<file path="src/pkg/crs_pkg.sv">
package crs_pkg;

    // ****************************************************************
    // special register addresses
    // ****************************************************************
    localparam logic [7:0] ADR_STACK_TOP  = 8'h81;
    localparam logic [7:0] ADR_PTR0_LO    = 8'h82;
    localparam logic [7:0] ADR_PTR0_HI    = 8'h83;
    localparam logic [7:0] ADR_PTR1_LO    = 8'h84;
    localparam logic [7:0] ADR_PTR1_HI    = 8'h85;
    localparam logic [7:0] ADR_FLAG_WORD  = 8'hd0;
    localparam logic [7:0] ADR_MAIN_OPND  = 8'he0;
    localparam logic [7:0] ADR_MUL_HELP   = 8'hf0;

    // ****************************************************************
    // reset values
    // ****************************************************************
    localparam logic [15:0] RST_INSTR_CNT = 16'h0000;
    localparam logic [7:0]  RST_MAIN_OPND = 8'h00;
    localparam logic [7:0]  RST_MUL_HELP  = 8'h00;
    localparam logic [7:0]  RST_STACK_TOP = 8'h07;
    localparam logic [15:0] RST_DATA_PTR  = 16'h0000;
    localparam logic [7:0]  RST_FLAG_WORD = 8'h00;

    // ****************************************************************
    // flag word field positions
    // ****************************************************************
    localparam int FLG_CARRY   = 7;
    localparam int FLG_AUX     = 6;
    localparam int FLG_USER    = 5;
    localparam int FLG_BANK_HI = 4;
    localparam int FLG_BANK_LO = 3;
    localparam int FLG_OVF     = 2;
    localparam int FLG_PSEL    = 1;
    localparam int FLG_PAR     = 0;

    // ****************************************************************
    // core operations presented to the register set
    // ****************************************************************
    typedef enum logic [3:0] {
        OP_NOP   = 4'h0,
        OP_ADD   = 4'h1,
        OP_ADDC  = 4'h2,
        OP_SUBB  = 4'h3,
        OP_ANL   = 4'h4,
        OP_ORL   = 4'h5,
        OP_XRL   = 4'h6,
        OP_MUL   = 4'h7,
        OP_DIV   = 4'h8,
        OP_PUSH  = 4'h9,
        OP_POP   = 4'ha,
        OP_DPLD  = 4'hb,
        OP_DPINC = 4'hc,
        OP_JMP   = 4'hd,
        OP_STEP  = 4'he,
        OP_LDA   = 4'hf
    } crs_op_e;

endpackage

</file>
<file path="src/crs_alu.sv">
`timescale 1ns/1ps
module crs_alu (
    input  wire crs_pkg::crs_op_e op,
    input  wire logic [7:0]       lhs,
    input  wire logic [7:0]       help,
    input  wire logic [7:0]       opnd,
    input  wire logic             cy_in,
    output logic [7:0]            res_a,
    output logic [7:0]            res_h,
    output logic                  we_a,
    output logic                  we_h,
    output logic                  cy,
    output logic                  ac,
    output logic                  ov,
    output logic                  we_arith
);
    import crs_pkg::*;

    logic        cin;
    logic [8:0]  sum9;
    logic [8:0]  dif9;
    logic [4:0]  nsum;
    logic [4:0]  ndif;
    logic [15:0] prod;

    // carry in only for the carry-using forms
    assign cin  = (op == OP_ADDC || op == OP_SUBB) ? cy_in : 1'b0;
    assign sum9 = {1'b0, lhs} + {1'b0, opnd} + {8'h00, cin};
    assign dif9 = {1'b0, lhs} - {1'b0, opnd} - {8'h00, cin};
    assign nsum = {1'b0, lhs[3:0]} + {1'b0, opnd[3:0]} + {4'h0, cin};
    assign ndif = {1'b0, lhs[3:0]} - {1'b0, opnd[3:0]} - {4'h0, cin};
    assign prod = {8'h00, lhs} * {8'h00, help};

    // result and flag selection per operation
    always_comb begin
        res_a    = lhs;
        res_h    = help;
        we_a     = 1'b0;
        we_h     = 1'b0;
        cy       = cy_in;
        ac       = 1'b0;
        ov       = 1'b0;
        we_arith = 1'b0;
        case (op)
            OP_ADD, OP_ADDC: begin
                res_a    = sum9[7:0];
                we_a     = 1'b1;
                cy       = sum9[8];
                ac       = nsum[4];
                ov       = (lhs[7] == opnd[7]) && (sum9[7] != lhs[7]);
                we_arith = 1'b1;
            end
            OP_SUBB: begin
                res_a    = dif9[7:0];
                we_a     = 1'b1;
                cy       = dif9[8];
                ac       = ndif[4];
                ov       = (lhs[7] != opnd[7]) && (dif9[7] != lhs[7]);
                we_arith = 1'b1;
            end
            OP_ANL: begin
                res_a = lhs & opnd;
                we_a  = 1'b1;
            end
            OP_ORL: begin
                res_a = lhs | opnd;
                we_a  = 1'b1;
            end
            OP_XRL: begin
                res_a = lhs ^ opnd;
                we_a  = 1'b1;
            end
            OP_MUL: begin
                res_a    = prod[7:0];
                res_h    = prod[15:8];
                we_a     = 1'b1;
                we_h     = 1'b1;
                cy       = 1'b0;
                ov       = |prod[15:8];
                we_arith = 1'b1;
            end
            OP_DIV: begin
                // divide by zero leaves both operands and raises overflow
                cy       = 1'b0;
                ov       = (help == 8'h00);
                we_arith = 1'b1;
                if (help != 8'h00) begin
                    res_a = lhs / help;
                    res_h = lhs % help;
                    we_a  = 1'b1;
                    we_h  = 1'b1;
                end
            end
            default: begin
                we_a = 1'b0;
            end
        endcase
    end

endmodule

</file>
<file path="src/crs_core_regs.sv">
// Summary of operation
// RULE1: 16-bit instruction counter clears to zero on reset; fetch starts at zero.
// RULE2: instruction counter has no special register address; only transfers change it (OP_STEP also increments it).
// RULE3: multiply main operand by helper; low byte to operand, high byte to helper.
// RULE4: divide writes quotient to main operand and remainder to helper.
// RULE5: helper register is freely readable and writable outside multiply and divide.
// RULE6: 8-bit stack pointer resets to 07h and increments before each push.
// RULE7: software using banks one to three moves the stack to 80h or above.
// RULE8: two 16-bit data pointers; flag word bit 1 selects the active one.
// RULE9: each data pointer is accessible as one 16-bit value or two bytes.
// RULE10: arithmetic and logic operations update the relevant flag word bits.
// RULE11: two-bit bank field maps R0..R7 to 00h, 08h, 10h or 18h upward.
// RULE12: read-only parity flag is set when the main operand has odd ones.
// RULE13: all registers update on the rising clock edge; reset applies while active.
`timescale 1ns/1ps
module crs_core_regs (
    input  wire logic             CLK,
    input  wire logic             SYS_RST,
    input  wire logic [7:0]       SFR_ADDR,
    input  wire logic             SFR_WR,
    input  wire logic             SFR_RD,
    input  wire logic [7:0]       SFR_WDATA,
    output logic [7:0]            SFR_RDATA,
    output logic                  SFR_HIT,
    input  wire crs_pkg::crs_op_e OP_CODE,
    input  wire logic [15:0]      OP_DATA,
    input  wire logic [2:0]       REG_IDX,
    output logic [7:0]            REG_ADDR,
    output logic [7:0]            STACK_ADDR,
    output logic [15:0]           INSTR_CNT,
    output logic [7:0]            MAIN_OPND,
    output logic [7:0]            MUL_HELP,
    output logic [7:0]            STACK_TOP,
    output logic [15:0]           DATA_PTR,
    output logic [7:0]            FLAG_WORD
);
    import crs_pkg::*;

    // ****************************************************************
    // storage
    // ****************************************************************
    logic [15:0] icnt_ff;
    logic [7:0]  opnd_ff;
    logic [7:0]  help_ff;
    logic [7:0]  stk_ff;
    logic [15:0] ptr_ff [2];
    logic        cy_ff;
    logic        ac_ff;
    logic        f0_ff;
    logic [1:0]  bank_ff;
    logic        ov_ff;
    logic        psel_ff;
    logic        par_ff;
    logic [7:0]  rdata_ff;
    logic        hit_ff;
    logic [7:0]  nxt_opnd;
    logic [7:0]  nxt_help;
    logic [7:0]  alu_a;
    logic [7:0]  alu_h;
    logic        alu_we_a;
    logic        alu_we_h;
    logic        alu_cy;
    logic        alu_ac;
    logic        alu_ov;
    logic        alu_we_ar;
    logic        wr_flags;
    logic [7:0]  rd_mux;
    logic        rd_hit;

    // ****************************************************************
    // arithmetic unit
    // ****************************************************************
    crs_alu u_alu (
        .op       (OP_CODE),
        .lhs      (opnd_ff),
        .help     (help_ff),
        .opnd     (OP_DATA[7:0]),
        .cy_in    (cy_ff),
        .res_a    (alu_a),
        .res_h    (alu_h),
        .we_a     (alu_we_a),
        .we_h     (alu_we_h),
        .cy       (alu_cy),
        .ac       (alu_ac),
        .ov       (alu_ov),
        .we_arith (alu_we_ar)
    );

    assign wr_flags = SFR_WR && (SFR_ADDR == ADR_FLAG_WORD);

    // ****************************************************************
    // counter and operand registers
    // ****************************************************************
    // only jump and step move it, no special register write reaches it
    always_ff @(posedge CLK or posedge SYS_RST) begin // [RULE13]
        if (SYS_RST) begin
            icnt_ff <= RST_INSTR_CNT; // [RULE1]
        end else if (OP_CODE == OP_JMP) begin
            icnt_ff <= OP_DATA; // [RULE2]
        end else if (OP_CODE == OP_STEP) begin
            icnt_ff <= icnt_ff + 16'h0001;
        end
    end

    // operation results take priority over a same-cycle register write
    always_comb begin
        nxt_opnd = opnd_ff;
        nxt_help = help_ff;
        if (alu_we_a) begin
            nxt_opnd = alu_a; // [RULE3] [RULE4]
        end else if (OP_CODE == OP_LDA) begin
            nxt_opnd = OP_DATA[7:0];
        end else if (SFR_WR && SFR_ADDR == ADR_MAIN_OPND) begin
            nxt_opnd = SFR_WDATA;
        end
        if (alu_we_h) begin
            nxt_help = alu_h; // [RULE3] [RULE4]
        end else if (SFR_WR && SFR_ADDR == ADR_MUL_HELP) begin
            nxt_help = SFR_WDATA; // [RULE5]
        end
    end

    // operand registers and parity tracking the next operand value
    always_ff @(posedge CLK or posedge SYS_RST) begin
        if (SYS_RST) begin
            opnd_ff <= RST_MAIN_OPND;
            help_ff <= RST_MUL_HELP;
            par_ff  <= 1'b0;
        end else begin
            opnd_ff <= nxt_opnd;
            help_ff <= nxt_help;
            par_ff  <= ^nxt_opnd; // [RULE12]
        end
    end

    // ****************************************************************
    // stack and data pointers
    // ****************************************************************
    // push pre-increments, pop post-decrements
    always_ff @(posedge CLK or posedge SYS_RST) begin
        if (SYS_RST) begin
            stk_ff <= RST_STACK_TOP; // [RULE6]
        end else if (OP_CODE == OP_PUSH) begin
            stk_ff <= stk_ff + 8'h01; // [RULE6]
        end else if (OP_CODE == OP_POP) begin
            stk_ff <= stk_ff - 8'h01;
        end else if (SFR_WR && SFR_ADDR == ADR_STACK_TOP) begin
            stk_ff <= SFR_WDATA;
        end
    end

    // memory cell touched by the current stack operation
    assign STACK_ADDR = (OP_CODE == OP_PUSH) ? stk_ff + 8'h01 : stk_ff; // [RULE6]

    // each pointer takes 16-bit operations when selected, bytes by address
    for (genvar i = 0; i < 2; i++) begin : g_ptr
        localparam logic [7:0] ADR_LO = (i == 0) ? ADR_PTR0_LO : ADR_PTR1_LO;
        localparam logic [7:0] ADR_HI = (i == 0) ? ADR_PTR0_HI : ADR_PTR1_HI;
        always_ff @(posedge CLK or posedge SYS_RST) begin
            if (SYS_RST) begin
                ptr_ff[i] <= RST_DATA_PTR;
            end else if (psel_ff == 1'(i) && OP_CODE == OP_DPLD) begin
                ptr_ff[i] <= OP_DATA; // [RULE8] [RULE9]
            end else if (psel_ff == 1'(i) && OP_CODE == OP_DPINC) begin
                ptr_ff[i] <= ptr_ff[i] + 16'h0001; // [RULE8]
            end else if (SFR_WR && SFR_ADDR == ADR_LO) begin
                ptr_ff[i][7:0] <= SFR_WDATA; // [RULE9]
            end else if (SFR_WR && SFR_ADDR == ADR_HI) begin
                ptr_ff[i][15:8] <= SFR_WDATA; // [RULE9]
            end
        end
    end
    assign DATA_PTR = ptr_ff[psel_ff]; // [RULE8]

    // ****************************************************************
    // flag word and read port
    // ****************************************************************
    // arithmetic flags from operations win over a same-cycle write
    always_ff @(posedge CLK or posedge SYS_RST) begin
        if (SYS_RST) begin
            cy_ff <= RST_FLAG_WORD[FLG_CARRY];
            ac_ff <= RST_FLAG_WORD[FLG_AUX];
            ov_ff <= RST_FLAG_WORD[FLG_OVF];
        end else if (alu_we_ar) begin
            cy_ff <= alu_cy; // [RULE10]
            ac_ff <= alu_ac;
            ov_ff <= alu_ov;
        end else if (wr_flags) begin
            cy_ff <= SFR_WDATA[FLG_CARRY];
            ac_ff <= SFR_WDATA[FLG_AUX];
            ov_ff <= SFR_WDATA[FLG_OVF];
        end
    end

    // software-only fields: user flag, bank and pointer select
    always_ff @(posedge CLK or posedge SYS_RST) begin
        if (SYS_RST) begin
            f0_ff   <= RST_FLAG_WORD[FLG_USER];
            bank_ff <= RST_FLAG_WORD[FLG_BANK_HI:FLG_BANK_LO];
            psel_ff <= RST_FLAG_WORD[FLG_PSEL];
        end else if (wr_flags) begin
            f0_ff   <= SFR_WDATA[FLG_USER];
            bank_ff <= SFR_WDATA[FLG_BANK_HI:FLG_BANK_LO];
            psel_ff <= SFR_WDATA[FLG_PSEL];
        end
    end

    assign FLAG_WORD = {cy_ff, ac_ff, f0_ff, bank_ff, ov_ff, psel_ff, par_ff};

    // working register address within the selected bank
    assign REG_ADDR = {3'b000, bank_ff, REG_IDX}; // [RULE11]

    // decode of readable addresses, unmapped reads return zero
    always_comb begin
        rd_mux = 8'h00;
        rd_hit = 1'b1;
        if (SFR_ADDR == ADR_MAIN_OPND) begin
            rd_mux = opnd_ff;
        end else if (SFR_ADDR == ADR_MUL_HELP) begin
            rd_mux = help_ff;
        end else if (SFR_ADDR == ADR_STACK_TOP) begin
            rd_mux = stk_ff;
        end else if (SFR_ADDR == ADR_PTR0_LO) begin
            rd_mux = ptr_ff[0][7:0]; // [RULE9]
        end else if (SFR_ADDR == ADR_PTR0_HI) begin
            rd_mux = ptr_ff[0][15:8];
        end else if (SFR_ADDR == ADR_PTR1_LO) begin
            rd_mux = ptr_ff[1][7:0];
        end else if (SFR_ADDR == ADR_PTR1_HI) begin
            rd_mux = ptr_ff[1][15:8];
        end else if (SFR_ADDR == ADR_FLAG_WORD) begin
            rd_mux = FLAG_WORD;
        end else begin
            rd_hit = 1'b0; // [RULE2]
        end
    end

    // read data registered one cycle after the strobe
    always_ff @(posedge CLK or posedge SYS_RST) begin
        if (SYS_RST) begin
            rdata_ff <= 8'h00;
            hit_ff   <= 1'b0;
        end else if (SFR_RD) begin
            rdata_ff <= rd_mux;
            hit_ff   <= rd_hit;
        end else begin
            hit_ff   <= 1'b0;
        end
    end

    assign SFR_RDATA = rdata_ff;
    assign SFR_HIT   = hit_ff;
    assign INSTR_CNT = icnt_ff;
    assign MAIN_OPND = opnd_ff;
    assign MUL_HELP  = help_ff;
    assign STACK_TOP = stk_ff;
endmodule

</file>
<file path="config.mk">
export PLATFORM = sky130hd
export DESIGN_NAME = crs_core_regs
export DESIGN_NICKNAME = d
export VERILOG_FILES = /design/src/pkg/crs_pkg.sv /design/src/crs_alu.sv /design/src/crs_core_regs.sv
export SDC_FILE = /design/constraint.sdc
export NUM_CORES = 1
export LEC_CHECK = 0
export BUFFER_PORTS_ARGS = -buffer_cell sky130_fd_sc_hd__buf_2
export CORE_UTILIZATION = 45
export CTS_CLUSTER_DIAMETER = 150
export CTS_CLUSTER_SIZE = 14
export DETAILED_ROUTE_END_ITERATION = 10
export SLEW_MARGIN = 20
export SYNTH_ARGS = -nofsm -noshare
export SYNTH_HDL_FRONTEND = slang
export SYNTH_SLANG_ARGS = --single-unit
</file>
<file path="constraint.sdc">
create_clock -name CLK -period 31.8 [get_ports CLK]
set_input_delay 1.59 -clock CLK [delete_from_list [all_inputs] [get_ports CLK]]
set_output_delay 1.59 -clock CLK [all_outputs]
set_load 0.005 [all_outputs]
</file>
# == Yosys cells after proc, flatten, opt, wreduce, memory -nomap -nowiden ==
# Index checks and enable logic that the tools add are counted.
# totals
inputBits,43
reg_bits,89
wordCells,165
output_inout_bits,89
# classes
magnitude_cmp,1
n_mul,1
eq_ne,32
n_addsub,13
n_reduce_logical,35
mux,59
div,2
bitwise,5
# op_table
operator,count
$mux 8,25
$mux 16,9
$eq 8x8->1 const B,8
$pmux 8 s7,1
$add 16x1->16 const B,3
$eq 4x4->1 const B,8
$mux 1,18
$eq 4x3->1 const B,4
$mul 8x8->16,1
$pmux 8 s2,1
$reduce_bool 3->1,5
$logic_and 1x1->1,14
$add 8x8->9,1
$add 9x1->9,1
$sub 8x8->9,1
$sub 9x1->9,1
$add 8x1->8 const B,1
$and 8x8->8,1
$div 8x8->8,1
$eq 4x2->1 const B,2
$logic_not 8->1,1
$mod 8x8->8,1
$or 8x8->8,1
$reduce_bool 8->1,1
28 further kinds,38

# == Logic depth before layout (Yosys ltp) ==
# depth
depth_word,10
depth_mapped,54
ltp_nobuf,51

# == Hierarchy ==
# Synthesis repeated with hierarchy kept, for this count alone.
# unflattened
cells_unflattened,1600
hier_area_um2,12258.0
# modules_own_cells
module,instances,area_each_um2,cells_each,seq_area_each_um2
crs_core_regs,1,6577.6,835,2230.9
crs_alu,1,5680.4,765,0.0

# == Least setup slack after synthesis ==
# OpenSTA, ideal clock, no wires.
# synth_timing
path_type,register to register
from,register help_ff[5] (netlist: MUL_HELP[5])
to,register par_ff
n_path_buf,2
setup_time_ns,0.134
period_less_slack_ns,11.120
t_arrival_ns,10.987
t_required_ns,31.666
stages_incl_launch_ff,50
path_slack_ns,20.680
path_cell_list,dfrtp_1 buf_2 nor3_1 nand3_1 nor2_1 a21oi_1 a21oi_1 ha_1 or3_1 a32oi_1 o21a_1 nor2_1 ha_1 o311ai_0 o21ai_0 and2_1 ha_1 o21a_1 (+14 left out) a31o_2 ha_1 and4_1 a21oi_1 o21ai_0 a41oi_1 clkbuf_1 mux2_2 ha_1 a21o_1 a21oi_1 a21oi_1 o211ai_1 nand2_1 nand2_1 o21ai_1 xnor3_1 xnor3_1
# synth_between
elab_chain_len,5
elab_cells_between_ends,9
cone_classes,mul (1); div (1); mux (5); reduce/logical (2)
# synth_lines
element,line_no,rtl
from (decl),crs_core_regs.sv:44,logic [7:0] help_ff;
from (signal assigned),crs_core_regs.sv:131,help_ff <= nxt_help;
$div 8x8->8 or $reduce_bool 8->1 (tied branches),"crs_alu.sv:88, crs_alu.sv:87",
$mux 8 or $mux 1 (tied branches),crs_alu.sv:87,if (help != 8'h00) begin
$pmux 8 s7 or $pmux 1 s2 (tied branches),crs_alu.sv:44,case (op)
$mux 8 (*),crs_core_regs.sv:109,if (alu_we_a) begin
named net nxt_opnd[0],crs_core_regs.sv:56,logic [7:0] nxt_opnd;
$reduce_xor 8->1 (*),crs_core_regs.sv:132,par_ff <= ^nxt_opnd;
to (signal assigned),crs_core_regs.sv:132,
to (decl),crs_core_regs.sv:53,logic par_ff;
# Mark *: on every way through the listed nets, which the timed path passes. The rest lies on a longest branch.
# A chain may end at the register's enable or synchronous reset.

# == Worst setup path in the final report ==
# layout_timing
from,register help_ff[2] (netlist: MUL_HELP[2])
to,register par_ff
# The elaborated chain is that of the path after synthesis.

==> metrics.md <==
| Metric | Value |
|---|---|
| Status | `complete, but fails checks` |
| Failing checks | `design-rule violations` |
| Main synth FF type | `dfrtp_1` |
| Vias in the first global route | `10900` |
| Routability cong. | `0.965` |
| Largest net degree at the start of global routing | `66` |
| Crit path max-delay family | `compound AO/OA/AOI/OAI gates` |
| Clk pin slew, worst setup/hold paths | `0.07 ns` |
| Setup_tns | `0 ns` |
| Yosys warning total | `0` |
| FF+latch count, synth | `89` |
| Clock latency on the worst-skew pair | `0.36 ns` |
| Die height | `165 um` |
| Final hold violation count | `0` |
| Post-synth ARST share | `100%` |
| Fillers | `2570` |
| Vias per cell | `6.22` |
| Buf+Inv Stages, Crit Path | `1` |
| Max Cap Viol | `0` |
| # rows | `59` |
| Post-cts resize count | `0` |
| Final Cycle Share | `41.8%` |
| Worst Hold Class | `flip-flop to flip-flop` |
| Num CTS Buffers | `9` |
| Critical Path Max Stage Delay | `0.57 ns` |
| Crit path max fanout | `14` |
| Setup CP Type | `flip-flop to flip-flop` |
| Share of cells above drive strength 1 | `14.3%` |
| Initial antenna violation count | `0` |
| Detailed-route wire length per cell | `22.2 um` |
| Initial Util | `45.8%` |
| Unrepaired setup endpoints after global routing | `false` |
| Mapped Cells | `1546` |
| Global route total overflow | `0` |
| Most used cell, CP | `ha_1` |
| Total core area | `26000 um2` |
| CTS Buffer Depth | `2` |
| Final Max Tran Viols | `0` |
| Final ANT Viol Nets | `0` |
| Synthesized area | `11900 um2` |
| All-Layer GR Usage | `31.7%` |
| Area fraction of the dominant cell type after synthesis | `18.1%` |
| CP startpoint | `MUL_HELP[2]` |
| Max Freq | `0.0753 GHz` |
| Worst R2R Start | `MUL_HELP[2]` |
| Die width | `165 um` |
| Crit path launch type | `flip-flop` |
| P&R area growth vs syn | `8.50%` |
| EDFF count, synth | `0` |
| Setup crit end kind | `flip-flop` |
| Post-synth top area cell | `dfrtp_1` |
| CTS tree | `built` |
| Highest metal used | `met4` |
| Via count | `12000` |
| Total wire length | `42.8 mm` |
| Final net count | `1786` |
| Post-CTS setup buffer count | `0` |
| Pre-antenna DRT Iters | `9` |
| Post-DP HPWL | `32.9 mm` |
| Yosys cell types | `86` |
| H-tree depth | `3` |
| Tightest Pin Transition | `1.01 ns` |
| Slowest-stage cell, CP | `a41oi_2` |
| First-pass GRT wire length | `64.4 mm` |
| Residual DRC | `2` |
| Initial DRC Count | `1359` |
| CTS Root Cell | `clkbuf_16` |
| Met3 routed WL | `4.57 mm` |
| Avg Synthesized Cell Area | `7.69 um2` |
| Critical Path RT | `32.04 ns` |
| Seq/Total Area, Yosys | `18.8%` |
| Min Tclk post-route | `13.29 ns` |
| Number of buffers inserted by hold repair at cts | `0` |
| CTS sink count | `89` |
| Number of port buffers | `122` |
| Die area | `27100 um2` |
| Hold_sp | `SFR_RDATA[4]` |
| Most common cell after layout, fill and taps aside | `a21oi_1` |
| Wl on met1 | `19.3 mm` |
| Clk_skew | `0.00922 ns` |
| Endpoints failing setup | `0` |
| Slew headroom | `32.4%` |
| Ranking of synthesized cells by area | `dfrtp_1, ha_1, a21oi_1, fa_1, nor2_1` |
| Arrival @ worst endpoint | `13.52 ns` |
| Top Ports | `132` |
| Met2 WL | `17.8 mm` |
| Diodes inserted | `0` |
| Most frequent cells in the layout | `a21oi_1, nor2_1, nand2_1` |
## synthesized netlist by cell type (7+ instances only)
cell type / count
or2_2: 7
o211ai_1: 14
a21oi_1: 185
a21o_1: 19
mux2i_1: 28
xnor2_1: 27
nand3_1: 32
nor3_1: 34
nor3b_1: 7
a22o_1: 8
and3_1: 13
a211oi_1: 22
inv_1: 105
mux2_2: 43
dfrtp_1: 86
ha_1: 112
or3_1: 16
o21a_1: 17
and2_1: 10
buf_4: 14
buf_2: 11
o22ai_1: 27
clkbuf_1: 74
o31ai_1: 7
fa_1: 41
xor2_1: 24
nand2_1: 143
nor2b_1: 12
a31oi_1: 17
nor2_1: 149
nand2b_1: 13
nand4_1: 11
a22oi_1: 12
o21ai_0: 97
## final timing paths
kind | end | slack, ns | depth (start not counted)
max in group asynchronous | ptr_ff[19] | 29.44 | 3
worst max register to register | par_ff | 18.51 | 47
worst min register to register | SFR_RDATA[4] | 0.52 | 2
worst max-delay path | par_ff | 18.51 | 47
worst min-delay path | SFR_RDATA[4] | 0.52 | 2
min in group asynchronous | STACK_TOP[5] | 1.18 | 2
## worst reg2reg max path: cells and delay by family, from the launching register on
family	cells	cell delay, ns
adder cells (fa/ha/maj)	7	2.30
flip-flops	1	0.51
XOR/XNOR	2	0.76
AO/OA/AOI/OAI	20	4.25
buffers and inverters	1	0.48
multiplexers	2	0.73
AND/OR/NAND/NOR	15	4.18
## per-layer routing
layer,vias to the layer above,track usage (%)
met5,-,0
met4,0,9.63
met3,76,8.31
met2,612,45.2
met1,5740,46.2
li1,5583,-
## cells by family after synthesis
kind of cell	count (synthesis)	share of synthesized area (%)
flops	89	18.8
buf+inv	213	7.30
mux	74	6.94
xor+xnor	54	4.34
compound gates	486	25.0
fa+ha+maj	153	18.7
other cells	1	0.0315
simple gates	476	19.0
## flip-flops by register name, summed over array words and instances, names as in the netlist
signal     flops
ptr_ff        32
INSTR_CNT     16
MAIN_OPND      8
MUL_HELP       8
SFR_RDATA      8
STACK_TOP      8
bank_ff        2
SFR_HIT        1
ac_ff          1
cy_ff          1
f0_ff          1
ov_ff          1
par_ff         1
psel_ff        1
## area by class of cell
type,count,area (um2),area share (%)
multi-input cells,1246,8820,68.3
flip-flops and latches,89,2230,17.3
repair buffers,138,731,5.66
well taps,335,419,3.25
inverters,106,400,3.10
clock buffers,9,225,1.75
clock inverters,7,77.6,0.601
## per-stage QoR
step	instances	hold WS [ns]	cell area (um2)	util [%]	worst slack, ns
after floorplan	1548	0.474	11900	-	20.68
after global placement	1912	0.497	12600	48.4	18.80
after detailed placement	1912	0.509	12600	48.4	18.47
after CTS	1928	0.527	12900	49.6	18.43
after global routing	1930	0.547	12900	49.6	17.65
final	1930	0.520	12900	49.6	18.51
Power is left out: the tool's default activity adds up to more than one toggle a clock period on the data nets, which glitch-free logic cannot reach.
